<file path="config.mk">
export PLATFORM = sky130hd
export DESIGN_NAME = opmode_ctrl
export DESIGN_NICKNAME = d
export VERILOG_FILES = /design/src/core/opmode_pkg.sv /design/src/core/opmode_ctrl.sv
export SDC_FILE = /design/constraint.sdc
export NUM_CORES = 1
export LEC_CHECK = 0
export BUFFER_PORTS_ARGS = -buffer_cell sky130_fd_sc_hd__buf_2
export CAP_MARGIN = 20
export CORE_ASPECT_RATIO = 0.6
export CORE_MARGIN = 2
export CORE_UTILIZATION = 35
export CTS_BUF_LIST = sky130_fd_sc_hd__clkbuf_8
export CTS_CLUSTER_DIAMETER = 80
export CTS_CLUSTER_SIZE = 8
export DETAILED_ROUTE_END_ITERATION = 8
export SLEW_MARGIN = 20
export SYNTH_ARGS = -nofsm -noshare
export SYNTH_HDL_FRONTEND = slang
export SYNTH_SLANG_ARGS = --single-unit
</file>
<file path="constraint.sdc">
create_clock -name ref_clk -period 4.56 [get_ports ref_clk]
set_clock_uncertainty 0.2 [all_clocks]
set_input_delay 0.456 -clock ref_clk [delete_from_list [all_inputs] [get_ports ref_clk]]
set_output_delay 0.456 -clock ref_clk [all_outputs]
set_load 0.02 [all_outputs]
</file>
<file path="src/core/opmode_pkg.sv">
/*
  Constants, field positions and types shared by the operating mode block.
  Assumes byte addressing on the register port and 32-bit data.
*/
package opmode_pkg;

  // ****************************************
  // Register offsets
  // ****************************************
  localparam logic [7:0] TX_LIST_BASE_OFS = 8'h20;
  localparam logic [7:0] STATUS_OFS = 8'h28;
  localparam logic [7:0] OPMODE_OFS = 8'h30;

  // ****************************************
  // Operating mode field positions
  // ****************************************
  localparam int ENH_CAPTURE_BIT = 31;
  localparam int ACCEPT_ALL_BIT = 30;
  localparam int FIXED_ONE_BIT = 25;
  localparam int WHITENING_BIT = 24;
  localparam int LINE_CODE_BIT = 23;
  localparam int SPEED_SEL_BIT = 22;
  localparam int WHOLE_PKT_BIT = 21;
  localparam int HEARTBEAT_DIS_BIT = 19;
  localparam int PORT_SEL_BIT = 18;
  localparam int CAPTURE_BIT = 17;
  localparam int LEVEL_HI_BIT = 15;
  localparam int LEVEL_LO_BIT = 14;
  localparam int TX_RUN_BIT = 13;
  localparam int FORCE_COL_BIT = 12;
  localparam int LOOP_HI_BIT = 11;
  localparam int LOOP_LO_BIT = 10;

  // ****************************************
  // Status field positions
  // ****************************************
  localparam int TX_STATE_HI_BIT = 22;
  localparam int TX_STATE_LO_BIT = 20;
  localparam int TX_UNAVAIL_BIT = 2;
  localparam int TX_STOPPED_BIT = 1;

  // ****************************************
  // Reset values, masks, internal loopback code and attempt limit
  // ****************************************
  localparam logic [31:0] OPMODE_RESET = 32'h0000_0000;
  localparam logic [31:0] OPMODE_WMASK = 32'hC3EE_FC00;
  localparam logic [31:0] TX_LIST_BASE_RESET = 32'h0000_0000;
  localparam logic [31:0] STATUS_W1C_MASK = 32'h0001_FFFF;
  localparam logic [1:0] LOOP_INTERNAL = 2'b01;
  localparam logic [4:0] ATTEMPT_LIMIT = 5'h10;

  // ****************************************
  // Transmit process state codes as read back
  // ****************************************
  localparam logic [2:0] CODE_STOPPED = 3'h0;
  localparam logic [2:0] CODE_FETCH = 3'h1;
  localparam logic [2:0] CODE_WAIT_END = 3'h2;
  localparam logic [2:0] CODE_QUEUE = 3'h3;
  localparam logic [2:0] CODE_SUSPENDED = 3'h6;
  localparam logic [2:0] CODE_CLOSE = 3'h7;

  typedef enum logic [2:0] {
    TX_STOPPED, TX_FETCH, TX_QUEUE, TX_SEND, TX_CLOSE, TX_SUSPENDED
  } txstate_t;

endpackage

</file>
<file path="src/core/opmode_ctrl.sv">
/*
  Operating mode register with the transmit process control that it steers.
  Assumes a descriptor engine and a transmit FIFO beside it, and a PHY on the
  selected port; all inputs are synchronous to ref_clk.
*/
// Added by the designer: strobed register access and the register addresses.
`timescale 1ns/1ns

module opmode_ctrl #(
  parameter int LEVEL_W = 12,
  parameter logic [LEVEL_W-1:0] THR100_0 = 'd128,
  parameter logic [LEVEL_W-1:0] THR100_1 = 'd256,
  parameter logic [LEVEL_W-1:0] THR100_2 = 'd512,
  parameter logic [LEVEL_W-1:0] THR100_3 = 'd1024,
  parameter logic [LEVEL_W-1:0] THR10_0 = 'd72,
  parameter logic [LEVEL_W-1:0] THR10_1 = 'd96,
  parameter logic [LEVEL_W-1:0] THR10_2 = 'd128,
  parameter logic [LEVEL_W-1:0] THR10_3 = 'd160
) (
  input wire logic ref_clk, // Clock, 125 MHz
  input wire logic nrst, // Hardware reset, active low
  input wire logic clkEn, // Freezes all state while low
  input wire logic swReset, // Software reset pulse
  input wire logic [7:0] regAddr, // Register byte address
  input wire logic [31:0] regWrData, // Write data
  input wire logic regWr, // Write strobe
  input wire logic regRd, // Read strobe
  output logic [31:0] regRdData, // Read data, cycle after strobe
  input wire logic descDone, // Descriptor fetch finished
  input wire logic descOwned, // Fetched descriptor owned by device
  input wire logic pollDemand, // Resume from suspended
  input wire logic [LEVEL_W-1:0] fifoLevel, // Bytes of frame in FIFO
  input wire logic frameInFifo, // Whole frame held in FIFO
  input wire logic frameEnd, // Transmission of frame finished
  input wire logic collisionSeen, // Collision on one attempt
  input wire logic [31:0] nextDescAddr, // Position after current descriptor
  output logic fetchReq, // Fetch descriptor at descAddr
  output logic [31:0] descAddr, // Current list position
  output logic txStart, // Begin sending frame
  output logic excessCollision, // Attempt limit reached
  output logic enhCaptureEn, // Enhanced capture resolution
  output logic captureEn, // Capture-effect resolution
  output logic acceptAll, // Receive every packet
  output logic whiteningEn, // Scrambler on
  output logic lineCodeMode, // Coding sublayer on
  output logic heartbeatEn, // Heartbeat generator on
  output logic mediaPortSel, // High selects MII/line-code port
  output logic [1:0] loopbackSel, // Loopback mode
  output logic forceCollision // Force collision on attempts, in internal loopback only
);

  // ****************************************
  // State
  // ****************************************
  typedef struct packed {
    logic [31:0] opMode;
    logic [31:0] txBase;
    logic [31:0] curAddr;
    opmode_pkg::txstate_t txState;
    logic txUnavail;
    logic txStoppedFlag;
    logic stopPend;
    logic [4:0] attempts;
    logic excessCol;
    logic [31:0] rdData;
  } state_t;

  state_t s_q;
  state_t s_d;

  // Default thresholds need 11 bits; wider levels than 16 are not served
  if (LEVEL_W < 11 || LEVEL_W > 16) begin : gen_bad_width
    $error("LEVEL_W out of range");
  end

  function automatic logic [2:0] stateCode(opmode_pkg::txstate_t st);
    case (st)
      opmode_pkg::TX_STOPPED: stateCode = opmode_pkg::CODE_STOPPED;
      opmode_pkg::TX_FETCH: stateCode = opmode_pkg::CODE_FETCH;
      opmode_pkg::TX_QUEUE: stateCode = opmode_pkg::CODE_QUEUE;
      opmode_pkg::TX_SEND: stateCode = opmode_pkg::CODE_WAIT_END;
      opmode_pkg::TX_CLOSE: stateCode = opmode_pkg::CODE_CLOSE;
      opmode_pkg::TX_SUSPENDED: stateCode = opmode_pkg::CODE_SUSPENDED;
      default: stateCode = opmode_pkg::CODE_STOPPED;
    endcase
  endfunction

  function automatic logic [LEVEL_W-1:0] threshold(logic tenMb, logic [1:0] lvl);
    case ({tenMb, lvl})
      3'h0: threshold = THR100_0;
      3'h1: threshold = THR100_1;
      3'h2: threshold = THR100_2;
      3'h3: threshold = THR100_3;
      3'h4: threshold = THR10_0;
      3'h5: threshold = THR10_1;
      3'h6: threshold = THR10_2;
      default: threshold = THR10_3;
    endcase
  endfunction

  // ****************************************
  // Decode
  // ****************************************
  logic wrMode;
  logic wrBase;
  logic wrStatus;
  logic runNew;
  logic stopNew;
  logic sendGo;
  logic [LEVEL_W-1:0] thrBytes;
  logic [31:0] statusWord;

  assign wrMode = regWr && regAddr == opmode_pkg::OPMODE_OFS;
  assign wrBase = regWr && regAddr == opmode_pkg::TX_LIST_BASE_OFS;
  assign wrStatus = regWr && regAddr == opmode_pkg::STATUS_OFS;
  assign runNew = wrMode && regWrData[opmode_pkg::TX_RUN_BIT];
  assign stopNew = wrMode && !regWrData[opmode_pkg::TX_RUN_BIT];

  assign thrBytes = threshold(s_q.opMode[opmode_pkg::SPEED_SEL_BIT],
    s_q.opMode[opmode_pkg::LEVEL_HI_BIT:opmode_pkg::LEVEL_LO_BIT]);

  assign sendGo = s_q.opMode[opmode_pkg::WHOLE_PKT_BIT] ? frameInFifo :
    (frameInFifo || fifoLevel > thrBytes);

  always_comb begin
    statusWord = 32'h0000_0000;
    statusWord[opmode_pkg::TX_STATE_HI_BIT:opmode_pkg::TX_STATE_LO_BIT] =
      stateCode(s_q.txState);
    statusWord[opmode_pkg::TX_UNAVAIL_BIT] = s_q.txUnavail;
    statusWord[opmode_pkg::TX_STOPPED_BIT] = s_q.txStoppedFlag;
  end

  // ****************************************
  // Next state
  // ****************************************
  always_comb begin
    s_d = s_q;
    s_d.rdData = 32'h0000_0000;
    if (regRd) begin
      case (regAddr)
        opmode_pkg::OPMODE_OFS: s_d.rdData = s_q.opMode;
        opmode_pkg::TX_LIST_BASE_OFS: s_d.rdData = s_q.txBase;
        opmode_pkg::STATUS_OFS: s_d.rdData = statusWord;
        default: s_d.rdData = 32'h0000_0000;
      endcase
    end
    if (wrMode) begin
      s_d.opMode = regWrData & opmode_pkg::OPMODE_WMASK;
    end
    if (wrBase) begin
      s_d.txBase = regWrData;
    end
    if (wrStatus) begin
      if (regWrData[opmode_pkg::TX_UNAVAIL_BIT]) begin
        s_d.txUnavail = 1'b0;
      end
      if (regWrData[opmode_pkg::TX_STOPPED_BIT]) begin
        s_d.txStoppedFlag = 1'b0;
      end
    end
    case (s_q.txState)
      opmode_pkg::TX_STOPPED: begin
        if (wrBase) begin
          s_d.curAddr = regWrData;
        end
        if (runNew) begin
          s_d.txState = opmode_pkg::TX_FETCH;
          s_d.stopPend = 1'b0;
        end
      end
      opmode_pkg::TX_FETCH: begin
        if (descDone) begin
          if (!descOwned) begin
            s_d.txState = opmode_pkg::TX_SUSPENDED;
            s_d.txUnavail = 1'b1;
          end else begin
            s_d.txState = opmode_pkg::TX_QUEUE;
          end
        end
      end
      opmode_pkg::TX_QUEUE: begin
        if (sendGo) begin
          s_d.txState = opmode_pkg::TX_SEND;
          s_d.attempts = 5'h00;
          s_d.excessCol = 1'b0;
        end
      end
      opmode_pkg::TX_SEND: begin
        if (collisionSeen && s_q.attempts != opmode_pkg::ATTEMPT_LIMIT) begin
          s_d.attempts = s_q.attempts + 5'h01;
          if (s_q.attempts + 5'h01 == opmode_pkg::ATTEMPT_LIMIT) begin
            s_d.excessCol = 1'b1;
          end
        end
        if (frameEnd) begin
          s_d.txState = opmode_pkg::TX_CLOSE;
        end
      end
      opmode_pkg::TX_CLOSE: begin
        s_d.curAddr = nextDescAddr;
        if (s_q.stopPend || stopNew) begin
          s_d.txState = opmode_pkg::TX_STOPPED;
          s_d.txStoppedFlag = 1'b1;
          s_d.stopPend = 1'b0;
        end else begin
          s_d.txState = opmode_pkg::TX_FETCH;
        end
      end
      opmode_pkg::TX_SUSPENDED: begin
        if (stopNew) begin
          s_d.txState = opmode_pkg::TX_STOPPED;
          s_d.txStoppedFlag = 1'b1;
        end else if (pollDemand) begin
          s_d.txState = opmode_pkg::TX_FETCH;
        end
      end
      default: s_d.txState = opmode_pkg::TX_STOPPED;
    endcase
    if (stopNew && s_q.txState inside {opmode_pkg::TX_FETCH,
        opmode_pkg::TX_QUEUE, opmode_pkg::TX_SEND}) begin
      s_d.stopPend = 1'b1;
    end
    if (swReset) begin
      s_d = '0;
      s_d.opMode = opmode_pkg::OPMODE_RESET;
      s_d.opMode[opmode_pkg::PORT_SEL_BIT] = s_q.opMode[opmode_pkg::PORT_SEL_BIT];
      s_d.txBase = opmode_pkg::TX_LIST_BASE_RESET;
      s_d.txState = opmode_pkg::TX_STOPPED;
    end
  end

  // ****************************************
  // Registers
  // ****************************************
  always_ff @(posedge ref_clk) begin
    if (!nrst) begin
      s_q <= '0;
      s_q.opMode <= opmode_pkg::OPMODE_RESET;
      s_q.txBase <= opmode_pkg::TX_LIST_BASE_RESET;
      s_q.txState <= opmode_pkg::TX_STOPPED;
    end else if (clkEn) begin
      s_q <= s_d;
    end
  end

  // ****************************************
  // Outputs
  // ****************************************
  assign regRdData = s_q.rdData;
  assign descAddr = s_q.curAddr;
  assign fetchReq = s_q.txState == opmode_pkg::TX_FETCH;
  assign txStart = clkEn && s_q.txState == opmode_pkg::TX_QUEUE && sendGo;
  assign excessCollision = s_q.excessCol;
  assign enhCaptureEn = s_q.opMode[opmode_pkg::ENH_CAPTURE_BIT];
  assign captureEn = s_q.opMode[opmode_pkg::CAPTURE_BIT];
  assign acceptAll = s_q.opMode[opmode_pkg::ACCEPT_ALL_BIT];
  assign whiteningEn = s_q.opMode[opmode_pkg::WHITENING_BIT];
  assign lineCodeMode = s_q.opMode[opmode_pkg::LINE_CODE_BIT];
  assign heartbeatEn = !s_q.opMode[opmode_pkg::HEARTBEAT_DIS_BIT];
  assign mediaPortSel = s_q.opMode[opmode_pkg::PORT_SEL_BIT];
  assign loopbackSel = s_q.opMode[opmode_pkg::LOOP_HI_BIT:opmode_pkg::LOOP_LO_BIT];
  assign forceCollision = s_q.opMode[opmode_pkg::FORCE_COL_BIT] &&
    loopbackSel == opmode_pkg::LOOP_INTERNAL;
endmodule // opmode_ctrl

</file>
==> summary.txt, run 1 <==
Worst setup path
  – CP max stage delay: 0.50 ns
  – Reg2Reg Capture Point: s_q[35]
  – Worst Path Required: 3.90 ns
  – CP bufs+invs: 1
  – Setup crit end kind: output pin
  – Reg2reg start: s_q[122]
  – Critical path type: register to output pin
  – Critical path cell sequence: or3b_2 -> ha_1 -> and4b_1 -> a41oi_1 -> a21oi_1 -> nor3b_1 -> buf_2
  – Critical path arrival: 2.65 ns
  – Worst R2R Setup Slack: 1.55 ns
  – CP delay by family, top: simple AND/OR/NAND/NOR gates
  – CP Max Fanout: 8
  – Startpoint types: register
  – Slowest CP cell: dfxtp_1
  – Reg2Reg Depth: 8

STA
  – Period utilization: 72.5%
  – Final min period: 3.31 ns
  – RSZ-0062 raised after global routing: false
  – Final Hold Viols: 0
  – PnR worst setup slack: 1.25 ns
  – Final setup viols: 0
  – Slew Viols, Final: 0
  – Fin Setup TNS: 0 ns
  – Fmax: 0.303 GHz
  – Worst-Margin Slew: 1.08 ns
  – Slew margin rel.: 28.3%
  – Final hold slack: 0.0485 ns

GRT
  – Initial antenna violation count: 1
  – Vias in the first global route: 5,015
  – GRT overflow: 0
  – GRT Util Overall: 19.1%
  – Largest net degree at the start of global routing: 56
  – First-pass GRT wire length: 28,400 µm

Synth
  – Ys flop type: dfxtp_1
  – Syn Inst Count: 745
  – Simple-gate share of the synthesized area: 21.8%
  – EDFF count, synth: 0
  – Post-synth ARST share: 0%
  – Post-synth top area cell: dfxtp_1
  – Mapped Area: 6430 µm²
  – Synth Area in XOR/XNOR: 0%
  – Post-synthesis compound-gate area fraction: 18.3%
  – Synthesis Warnings: 0
  – Net count after synthesis: 853
  – Post-Synth Adder-Cell Area: 2.33%
  – Post-synth cell types: 60
  – Mux cell area share after synthesis: 6.07%
  – Main combinational cell family by area after synthesis: simple AND/OR/NAND/NOR gates
  – Share of the synthesized area in the top cell type: 38.6%
  – FF+latch count, synth: 124
  – Area contributors post-synth: dfxtp_1 (39%), buf_4 (8.1%), nor2b_1 (7.5%)
  – Register area share after synthesis: 38.6%
  – Syn Area/Cell: 8.64 µm²

CTS
  – Clk slew on worst S/H paths: 0.09 ns
  – TritonCTS buffer count: 17
  – Root buf cell: clkbuf_8
  – CTS resizes: 0
  – H-tree levels: 4
  – Setup Buffers After CTS: 0
  – Later-pin clock latency in the skew report: 0.43 ns
  – CTS tree: yes
  – Clk buf depth: 2
  – CTS Sinks: 124
  – CTS Hold Buffers Added: 0

Drt
  – Post-Route WL: 18,600 µm
  – Via count: 5,364
  – Routed Antenna Nets: 0
  – Residual DRC: 0
  – Avg WL per Cell: 17.2 µm
  – Drt first-iter violations: 341
  – Pre-Repair DR Iteration Count: 8
  – Vias/cell: 4.96

Floorplanning
  – Die ar.: 19,500 µm²
  – Die W: 179 µm
  – Initial Util: 35.7%
  – Row count: 38
  – Core Box Area: 18,000 µm²
  – Die Height: 109 µm
  – Io pins: 173

Power and ir drop
  – Pleak: 3.07 nW
  – Pwr dens: 326 nW/µm²
  – Peak VDD IR: 0.000165 V
  – Pwr Total: 2.41 mW

Finish
  – Design area: 7380 µm²
  – Layout area overhead: 14.8%
  – Fin nets: 937
  – Filler cell count: 1,863
  – Ant. Diodes: 0
  – Layout cells sized above 1: 27.0%

Worst hold path
  – Hold_sp: regWrData[8]
  – Worst Hold Path Cells: 2
  – Worst hold path endpoint: s_q[84]
  – HP Class: input port to register

Run
  – Number of max-cap violations: 0

Placement
  – Dpl cell area: 6950 µm²
  – Placer Congestion: 0.822
  – Dpl ws: 1.55 ns
  – DP HPWL: 12,800 µm
  – # port buffers: 172

Run status
  – Status: complete, no violations
[cell families (layout without fill, tap and decap cells)]
logic type,Yosys count,in the layout
fa+ha+maj,12,12
buf+inv,145,242
compound gates,171,171
simple gates,254,254
flops,124,124
mux,39,39
[worst register-to-register path: stages (launching register included)]
cell and delay [ns]:
dfxtp_1 0.50, or3b_2 0.49, ha_1 0.30, and4b_1 0.20
a41oi_1 0.22, nand2b_1 0.16, nand3b_1 0.26, or4_1 0.47
a21boi_0 0.16
[worst max path at each step]
stage / start / endpoint / slack, ns / cells past startpoint
after floorplan: s_q[122] / txStart / 1.65 / 7
after global placement: regAddr[2] / descAddr[7] / 1.59 / 9
after detailed placement: regAddr[2] / descAddr[4] / 1.55 / 9
after CTS: s_q[122] / txStart / 1.25 / 7
after global routing: s_q[122] / txStart / 1.09 / 7
final: s_q[122] / txStart / 1.25 / 7
[per-stage QoR]
step / utilization (%) / cells
after global routing: 41.0 / 1082
after CTS: 41.0 / 1082
final: 41.0 / 1082
after global placement: 38.6 / 1050
after floorplan: - / 745
after detailed placement: 38.6 / 1050
[synthesized netlist by cell type, drive strengths merged, types with 3 or more instances]
library cell,instances
a21boi,5
a21oi,55
a22o,32
a22oi,29
and2,25
and3,4
buf,80
clkbuf,37
dfxtp,124
ha,12
inv,28
mux2i,39
nand2,82
nand2b,10
nand3,8
nand4b,3
nor2,12
nor2b,77
nor3,8
nor4,5
o211ai,4
o21ai,8
o22ai,16
o32ai,3
or3,3
or4,3
[state kept, by name (all words and copies together) (netlist names)]
register and flops:
lineCodeMode 1, loopbackSel 2, mediaPortSel 1, excessCollision 1, descAddr 32, acceptAll 1
enhCaptureEn 1, s_q 51, regRdData 32, captureEn 1, whiteningEn 1
[cell usage in the layout (no fill, tap or decap), types with 16 or more instances in the layout]
master | synthesis | final
nand2_1 | 82 | 81
inv_1 | 28 | 28
and2_1 | 24 | 24
buf_2 | 6 | 172
a22o_1 | 32 | 32
clkbuf_8 | 0 | 17
a21oi_1 | 55 | 55
o22ai_1 | 16 | 16
dfxtp_1 | 124 | 124
mux2i_1 | 39 | 39
a22oi_1 | 29 | 29
nor2b_1 | 77 | 77
[report_power, final]
part	switching, mW	internal, mW
logic	0.125	0.0834
clock network	0.535	0.564
registers	0.00707	1.09
total	0.667	1.74
[area by class of cell]
class                      count  area [µm²]  share of cell area, %
timing repair buffer         182         936                   12.7
tap                          240         300                   4.07
sequential                   124        2480                   33.6
inverter                      28         105                   1.42
clock inverter                15         199                   2.69
multi-input combinational    476        3130                   42.3
clock buffer                  17         234                   3.17
[metal layers]
layer,wire [µm],GRT usage (%),up-vias
li1,-,-,2689
met1,9620,28.9,2469
met2,7330,26.0,189
met3,1530,6.10,15
met4,153,4.18,2
met5,11,0,-
Power figures use the tool's default switching activity.
==> run 2: changes to the inputs <==
- clock period: 4.56 -> 3.08 ns (I/O delays scaled with it)
==> run 2 against run 1 <==
Against the previous run: combinational power up 66%; register-to-register slack worse by 1.3 ns; sequential power up 48%; non-clock buffer count up 42; total power up 38%; wire length up 1.0%; sequential cell count unchanged; die area unchanged; utilization up 2.1 points; setup slack worse by 1.1 ns; design area up 5.1%; global-route usage up 0.14 points; critical path type unchanged; critical endpoint unchanged; largest cell class unchanged; highest routed layer is now met4.
==> summary.txt, run 2 (synthesis gave the netlist of run 1 again) <==
Run status
  – Status: complete, no violations

Worst setup path
  – Reg2Reg Capture Point: s_q[35]
  – Critical path type: register to output pin
  – Setup crit end kind: output pin
  – Worst Path Required: 2.57 ns (-1.33 ns)
  – Reg2reg start: s_q[123]
  – Critical path cell sequence: or3b_2 -> ha_1 -> and4b_1 -> a41oi_1 -> a21oi_1 -> nor3b_1 -> buf_2
  – CP Max Fanout: 2 (-6)
  – Reg2Reg Depth: 8 (unchanged)
  – Worst setup path startpoint: s_q[123]
  – Startpoint types: register
  – Slowest CP cell: or3b_2
  – CP max stage delay: 0.47 ns (-0.03 ns)
  – Worst R2R Setup Slack: 0.28 ns (-1.27 ns)
  – Critical path arrival: 2.42 ns (-0.23 ns)

CTS
  – Root buf cell: clkbuf_8
  – Clk slew on worst S/H paths: 0.08 ns (about the same)
  – Later-pin clock latency in the skew report: 0.43 ns (about the same)
  – CTS Sinks: 124 (unchanged)
  – CTS tree: yes
  – Clk buf depth: 2 (unchanged)
  – TritonCTS buffer count: 17 (unchanged)
  – H-tree levels: 4 (unchanged)

Worst hold path
  – Worst hold path endpoint: s_q[89]
  – Hold_sp: regWrData[13]
  – Worst Hold Path Cells: 2 (unchanged)
  – HP Class: input port to register

STA
  – Period utilization: 95.1%
  – Slew margin rel.: 60.4% (+32 points)
  – RSZ-0062 raised after global routing: false
  – Fmax: 0.341 GHz
  – Final setup viols: 0 (unchanged)
  – Final Hold Viols: 0 (unchanged)
  – Final min period: 2.93 ns
  – Worst-Margin Slew: 0.594 ns (-0.482 ns)
  – Slew Viols, Final: 0 (unchanged)
  – Fin Setup TNS: 0 ns (unchanged)

Floorplanning
  – Core Box Area: 18,000 µm² (unchanged)
  – Initial Util: 35.7% (unchanged)
  – Die Height: 109 µm (unchanged)
  – Die W: 179 µm (unchanged)
  – Io pins: 173 (unchanged)
  – Row count: 38 (unchanged)
  – Die ar.: 19,500 µm² (unchanged)

Placement
  – Placer Congestion: 0.815 (-0.85%)
  – DP HPWL: 13,100 µm (+1.9%)
  – # port buffers: 172 (unchanged)

Finish
  – Commonest non-fill, non-tap cells in the layout: buf_2 (172), dfxtp_1 (123), nand2_1 (81)
  – Most flop-heavy register: s_q
  – Fin nets: 979 (+4.5%)
  – Largest register FFs: 51 (unchanged)
  – Reg area: 2480 µm² (about the same)
  – Filler cell count: 1,814 (-2.6%)
  – Area of the multi-input gates: 3170 µm² (+1.2%)
  – Layout area overhead: 20.7%
  – Layout cells sized above 1: 27.5% (+0.53 points)
  – Most common cell after layout, fill and taps aside: buf_2

GRT
  – GRT Util Overall: 19.3% (+0.14 points)
  – Largest net degree at the start of global routing: 42 (-25%)
  – First-pass GRT wire length: 28,700 µm (+1.0%)
  – Vias in the first global route: 5,081 (+1.3%)
  – Initial antenna violation count: 0 (-1)
  – GRT overflow: 0 (unchanged)

Drt
  – Avg WL per Cell: 16.7 µm (-2.8%)
  – Routed Antenna Nets: 0 (unchanged)
  – Post-Route WL: 18,800 µm (+1.0%)
  – Vias/cell: 4.93 (-0.51%)
  – Residual DRC: 0 (unchanged)
  – Drt first-iter violations: 257 (-25%)
  – Pre-Repair DR Iteration Count: 5 (-3)
  – Via count: 5,549 (+3.4%)

Power and ir drop
  – Pwr dens: 427 nW/µm² (+31%)
  – Pleak: 3.22 nW (+5.0%)
  – Pwr Total: 3.31 mW (+38%)
  – Peak VDD IR: 0.000239 V (+45%)

Run
  – Number of max-cap violations: 0 (unchanged)
## run 2: cell types whose count changed in the layout (fill, tap and decap cells not counted), moves of 3 or more
cell,before,now
buf_4,10,18
bufinv_16,3,0
clkinvlp_4,0,4
dlygate4sd3_1,0,31
## run 2: critical path, delay by kind of cell, from the launching register on
kind	cells	cell delay, ns
flops	1	0.31
compound gates	2	0.29
fa+ha+maj	1	0.30
buf+inv	1	0.21
simple gates	3	0.88
## run 2: worst max path at each step
stage / end / slack [ns]
4_1_cts: txStart / 0.1
3_3_place_gp: s_q[35] / 0.36
2_1_floorplan: s_q[35] / 0.29
6_report: txStart / 0.15
5_1_grt: txStart / 0.009
3_5_place_dp: s_q[35] / 0.30
## run 2: through the flow
| step | cell area (µm²) | instances | hold WS (ns) | util [%] | setup WS, ns |
|---|---|---|---|---|---|
| floorplan | 6430 | 745 | 0.233 | - | 0.287 |
| global placement | 7030 | 1059 | 0.260 | 39.0 | 0.356 |
| detailed placement | 7030 | 1059 | 0.266 | 39.0 | 0.299 |
| CTS | 7690 | 1122 | 0.0209 | 42.7 | 0.0981 |
| global route | 7760 | 1124 | 0.0122 | 43.1 | 0.00945 |
| finish | 7760 | 1125 | 0.0245 | 43.1 | 0.151 |
## run 2: cell type report
cell class / count / area share (%)
Antenna cell: 1 / 0.0322
Tap cell: 240 / 3.87
Clock buffer: 18 / 3.19
Timing Repair Buffer: 224 / 17.4
Clock inverter: 14 / 1.40
Multi-Input combinational cell: 476 / 40.8
Inverter: 28 / 1.35
Sequential cell: 124 / 32.0
## run 2: timing repair
action | CTS | global route
setup endpoints to repair | 0 | 1
gates resized for setup | 0 | 11
hold buffers | 31 | 0
endpoints found under the hold margin | 41 | 0
buffers inserted | 0 | 2
## run 2: power by group
part           total [mW]  switching, mW  internal (mW)
Clock                1.34          0.746          0.594
Combinational       0.346          0.191          0.155
Sequential           1.63        0.00964           1.62
Total                3.31          0.947           2.37
## run 2: metal layers
metal | vias to the layer above | GRT usage (%) | wire (µm)
met5 | - | 0 | 0
met2 | 206 | 26.8 | 7510
met1 | 2560 | 28.9 | 9650
met4 | 0 | 3.77 | 63
li1 | 2779 | - | -
met3 | 4 | 6.00 | 1620
==> run 3: changes to the inputs <==
- ABC_AREA: unset -> 1
==> run 3 against run 2 <==
Against the previous run: area after synthesis is 3.8% higher; via count is 19% higher; wire length is 10% higher; hold slack better by 0.017 ns; critical path depth is 4 higher; setup slack better by 0.15 ns; design area is 2.6% higher; non-clock buffer count is 4 lower; die area is 3.6% higher; total power is 21% higher; first-iteration DRC count is 94% higher; cell count is 19% higher; critical path type unchanged; largest cell class unchanged; highest routed layer unchanged.
==> summary.txt, run 3 <==
GRT
  – Vias in the first global route: 5,968 (+17%)
  – GRT Util Overall: 20.5% (+1.2 points)
  – Initial antenna violation count: 1 (+1)
  – Largest net degree at the start of global routing: 84 (+100%)
  – First-pass GRT wire length: 32,300 µm (+13%)
  – GRT overflow: 0 (unchanged)

Synth
  – Simple-gate share of the synthesized area: 26.0% (+4.2 points)
  – Synthesis Warnings: 0 (unchanged)
  – Post-synth cell types: 37 (-38%)
  – EDFF count, synth: 0 (unchanged)
  – Area contributors post-synth: dfxtp_1 (37%), nand2_1 (14%), a21oi_1 (9.1%)
  – FF+latch count, synth: 124 (unchanged)
  – Ys flop type: dfxtp_1
  – Post-synth ARST share: 0% (unchanged)
  – Synth Area in XOR/XNOR: 0.394% (+0.39 points)
  – Mux cell area share after synthesis: 0% (-6.1 points)
  – Post-Synth Adder-Cell Area: 2.25% (-0.084 points)
  – Synth cell count leaders: nand2_1 (252), dfxtp_1 (124), a21oi_1 (122)
  – Net count after synthesis: 1,066 (+25%)
  – Main combinational cell family by area after synthesis: simple AND/OR/NAND/NOR gates
  – Syn Inst Count: 958 (+29%)
  – Post-synth top area cell: dfxtp_1
  – Mapped Area: 6680 µm² (+3.8%)
  – Register area share after synthesis: 37.2% (-1.4 points)
  – Top-count cell post-synth: nand2_1
  – Post-synthesis compound-gate area fraction: 19.1% (+0.78 points)
  – Syn Area/Cell: 6.97 µm² (-19%)
  – Share of the synthesized area in the top cell type: 37.2% (-1.4 points)

Worst setup path
  – CP delay by family, top: simple AND/OR/NAND/NOR gates
  – Critical path cell sequence: inv_1 -> nand2_1 -> o211ai_1 -> ha_1 -> nand2_1 -> nor2_1 -> nand3_1 -> nand3_1 -> nand2_1 -> a211oi_1 -> buf_2
  – CP max stage delay: 0.37 ns (-0.10 ns)
  – Setup crit end kind: output pin
  – CP Max Fanout: 5 (+3)
  – Critical path arrival: 2.27 ns (-0.15 ns)
  – CP bufs+invs: 2 (+1)
  – Cell repeated most along the worst path: nand2_1
  – Critical path type: register to output pin
  – Startpoint types: register
  – Worst Path Required: 2.57 ns (about the same)
  – Slowest CP cell: dfxtp_1

Finish
  – Commonest non-fill, non-tap cells in the layout: nand2_1 (252), buf_2 (172), dfxtp_1 (123)
  – Most flop-heavy register: s_q
  – Layout cells sized above 1: 22.3% (-5.2 points)
  – Most common cell after layout, fill and taps aside: nand2_1
  – Largest register FFs: 51 (unchanged)
  – Layout area overhead: 19.3%
  – Filler cell count: 2,058 (+13%)
  – Fin nets: 1,182 (+21%)

Floorplanning
  – Die ar.: 20,200 µm² (+3.6%)
  – Io pins: 173 (unchanged)
  – Initial Util: 35.4% (-0.26 points)
  – Core Box Area: 18,800 µm² (+4.5%)
  – Die Height: 111 µm (+1.8%)
  – Row count: 39 (+2.6%)
  – Die W: 182 µm (+1.8%)

Placement
  – Placer Congestion: 0.880 (+8.0%)
  – DP HPWL: 14,900 µm (+14%)
  – # port buffers: 172 (unchanged)
  – Dpl ws: 0.632 ns (+0.333 ns)

STA
  – PnR worst setup slack: 0.301 ns (+0.149 ns)
  – Final min period: 2.78 ns (-0.149 ns)
  – Fmax: 0.360 GHz (+5.4%)
  – RSZ-0062 raised after global routing: false
  – Slew Viols, Final: 0 (unchanged)
  – Final setup viols: 0 (unchanged)
  – Fin Setup TNS: 0 ns (unchanged)
  – Worst-Margin Slew: 1.05 ns (+0.458 ns)
  – Period utilization: 90.2% (-4.8 points)
  – Final Hold Viols: 0 (unchanged)
  – Slew margin rel.: 29.6% (-31 points)

Power and ir drop
  – Combinational Power Share: 17.6% (+7.1 points)
  – Pwr Total: 3.99 mW (+21%)
  – Seq pwr share: 42.9% (-6.2 points)
  – Clk pwr share: 39.4% (-1.1 points)
  – Net Switching: 1.19 mW (+25%)
  – Int Power: 2.81 mW (+19%)
  – Pwr dens: 502 nW/µm² (+18%)
  – Peak VDD IR: 0.000248 V (+3.9%)
  – Switching share of power: 29.7% (+1.1 points)
  – Pleak: 3.42 nW (+6.0%)

Run status
  – Status: complete, no violations

CTS
  – Root buf cell: clkbuf_8
  – Clk slew on worst S/H paths: 0.08 ns (about the same)
  – Later-pin clock latency in the skew report: 0.44 ns (about the same)
  – CTS tree: yes
  – Clk buf depth: 2 (unchanged)
  – H-tree levels: 4 (unchanged)
  – Setup Buffers After CTS: 0 (unchanged)
  – TritonCTS buffer count: 17 (unchanged)
  – CTS Sinks: 124 (unchanged)

Drt
  – Avg WL per Cell: 15.6 µm (-7.0%)
  – Residual DRC: 0 (unchanged)
  – Drt first-iter violations: 498 (+94%)
  – Routed Antenna Nets: 0 (unchanged)
  – Via count: 6,576 (+19%)
  – Pre-Repair DR Iteration Count: 5 (unchanged)
  – Vias/cell: 4.93 (about the same)
  – Post-Route WL: 20,800 µm (+10%)

Run
  – Number of max-cap violations: 0 (unchanged)

Worst hold path
  – HP Class: input port to register
-- run 3: cell types whose count changed in the layout (fill, tap and decap cells not counted), sizes merged, moves of 10 or more --
cell	delta
a21oi	+68
a22o	-23
a22oi	-29
and2	-25
inv	+17
mux2i	-39
nand2	+172
nand2b	-10
nand3	+42
nor2	+95
nor2b	-77
o211ai	+30
o21ai	+43
o22ai	-16
-- run 3: tightest hold or removal path, cell delays in order --
cell     delay (ns)
buf_2          0.13
nand2_1        0.11
a21oi_1        0.07
-- run 3: final cells by class --
class / count / area, µm² / area share (%)
sequential: 124 / 2480 / 31.2
inverter: 53 / 199 / 2.50
clock inverter: 11 / 141 / 1.78
multi-input combinational: 658 / 3200 / 40.2
tap: 246 / 308 / 3.87
timing repair buffer: 220 / 1340 / 16.8
antenna: 1 / 2.50 / 0.0314
clock buffer: 21 / 289 / 3.63
-- run 3: through the flow --
step / cells / util, % / cell area [µm²] / hold slack [ns]
global route: 1334 / 42.3 / 7960 / 0.0229
global placement: 1269 / 38.3 / 7210 / 0.249
floorplan: 958 / - / 6680 / 0.240
CTS: 1333 / 42.2 / 7960 / 0.00194
finish: 1334 / 42.3 / 7960 / 0.0420
detailed placement: 1269 / 38.3 / 7210 / 0.252
-- run 3: power groups by stage --
| stage | registers [mW] | logic, mW | clock network, mW |
|---|---|---|---|
| after floorplan | 1.74 | 0.525 | 0 |
| after global placement | 1.75 | 0.669 | 0 |
| after detailed placement | 1.75 | 0.674 | 0 |
| after CTS | 1.71 | 0.707 | 1.60 |
| after global routing | 1.72 | 0.782 | 1.67 |
| final | 1.71 | 0.704 | 1.57 |
-- run 3: cell families (layout without fill, tap and decap cells) --
family | count (synthesis) | count (layout)
AND/OR/NAND/NOR | 423 | 423
AO/OA/AOI/OAI | 220 | 220
buffers and inverters | 176 | 305
flip-flops | 124 | 124
adder cells (fa/ha/maj) | 12 | 12
XOR/XNOR | 3 | 3
other | 0 | 1
-- run 3: repair_timing --
| action | in CTS | in global routing |
|---|---|---|
| setup endpoints to repair | 0 | 1 |
| gates resized for setup | 0 | 1 |
| hold buffers | 32 | 0 |
| hold endpoints to repair | 53 | 0 |
-- run 3: worst paths after layout --
check           startpoint        to  slack [ns]  cells past startpoint
min          regWrData[29]  s_q[105]        0.04                      3
max reg2reg       s_q[122]   s_q[34]        0.68                     15
max               s_q[130]   txStart        0.30                     11
min reg2reg        s_q[88]   s_q[88]        0.26                      2
-- run 3: per-layer routing --
| metal | routed length, µm | track usage, % | up-vias |
|---|---|---|---|
| met2 | 8710 | 30.2 | 216 |
| met3 | 1560 | 5.22 | 14 |
| met5 | 0 | 0 | - |
| met4 | 187 | 4.46 | 0 |
| li1 | - | - | 3314 |
| met1 | 10300 | 30.0 | 3032 |
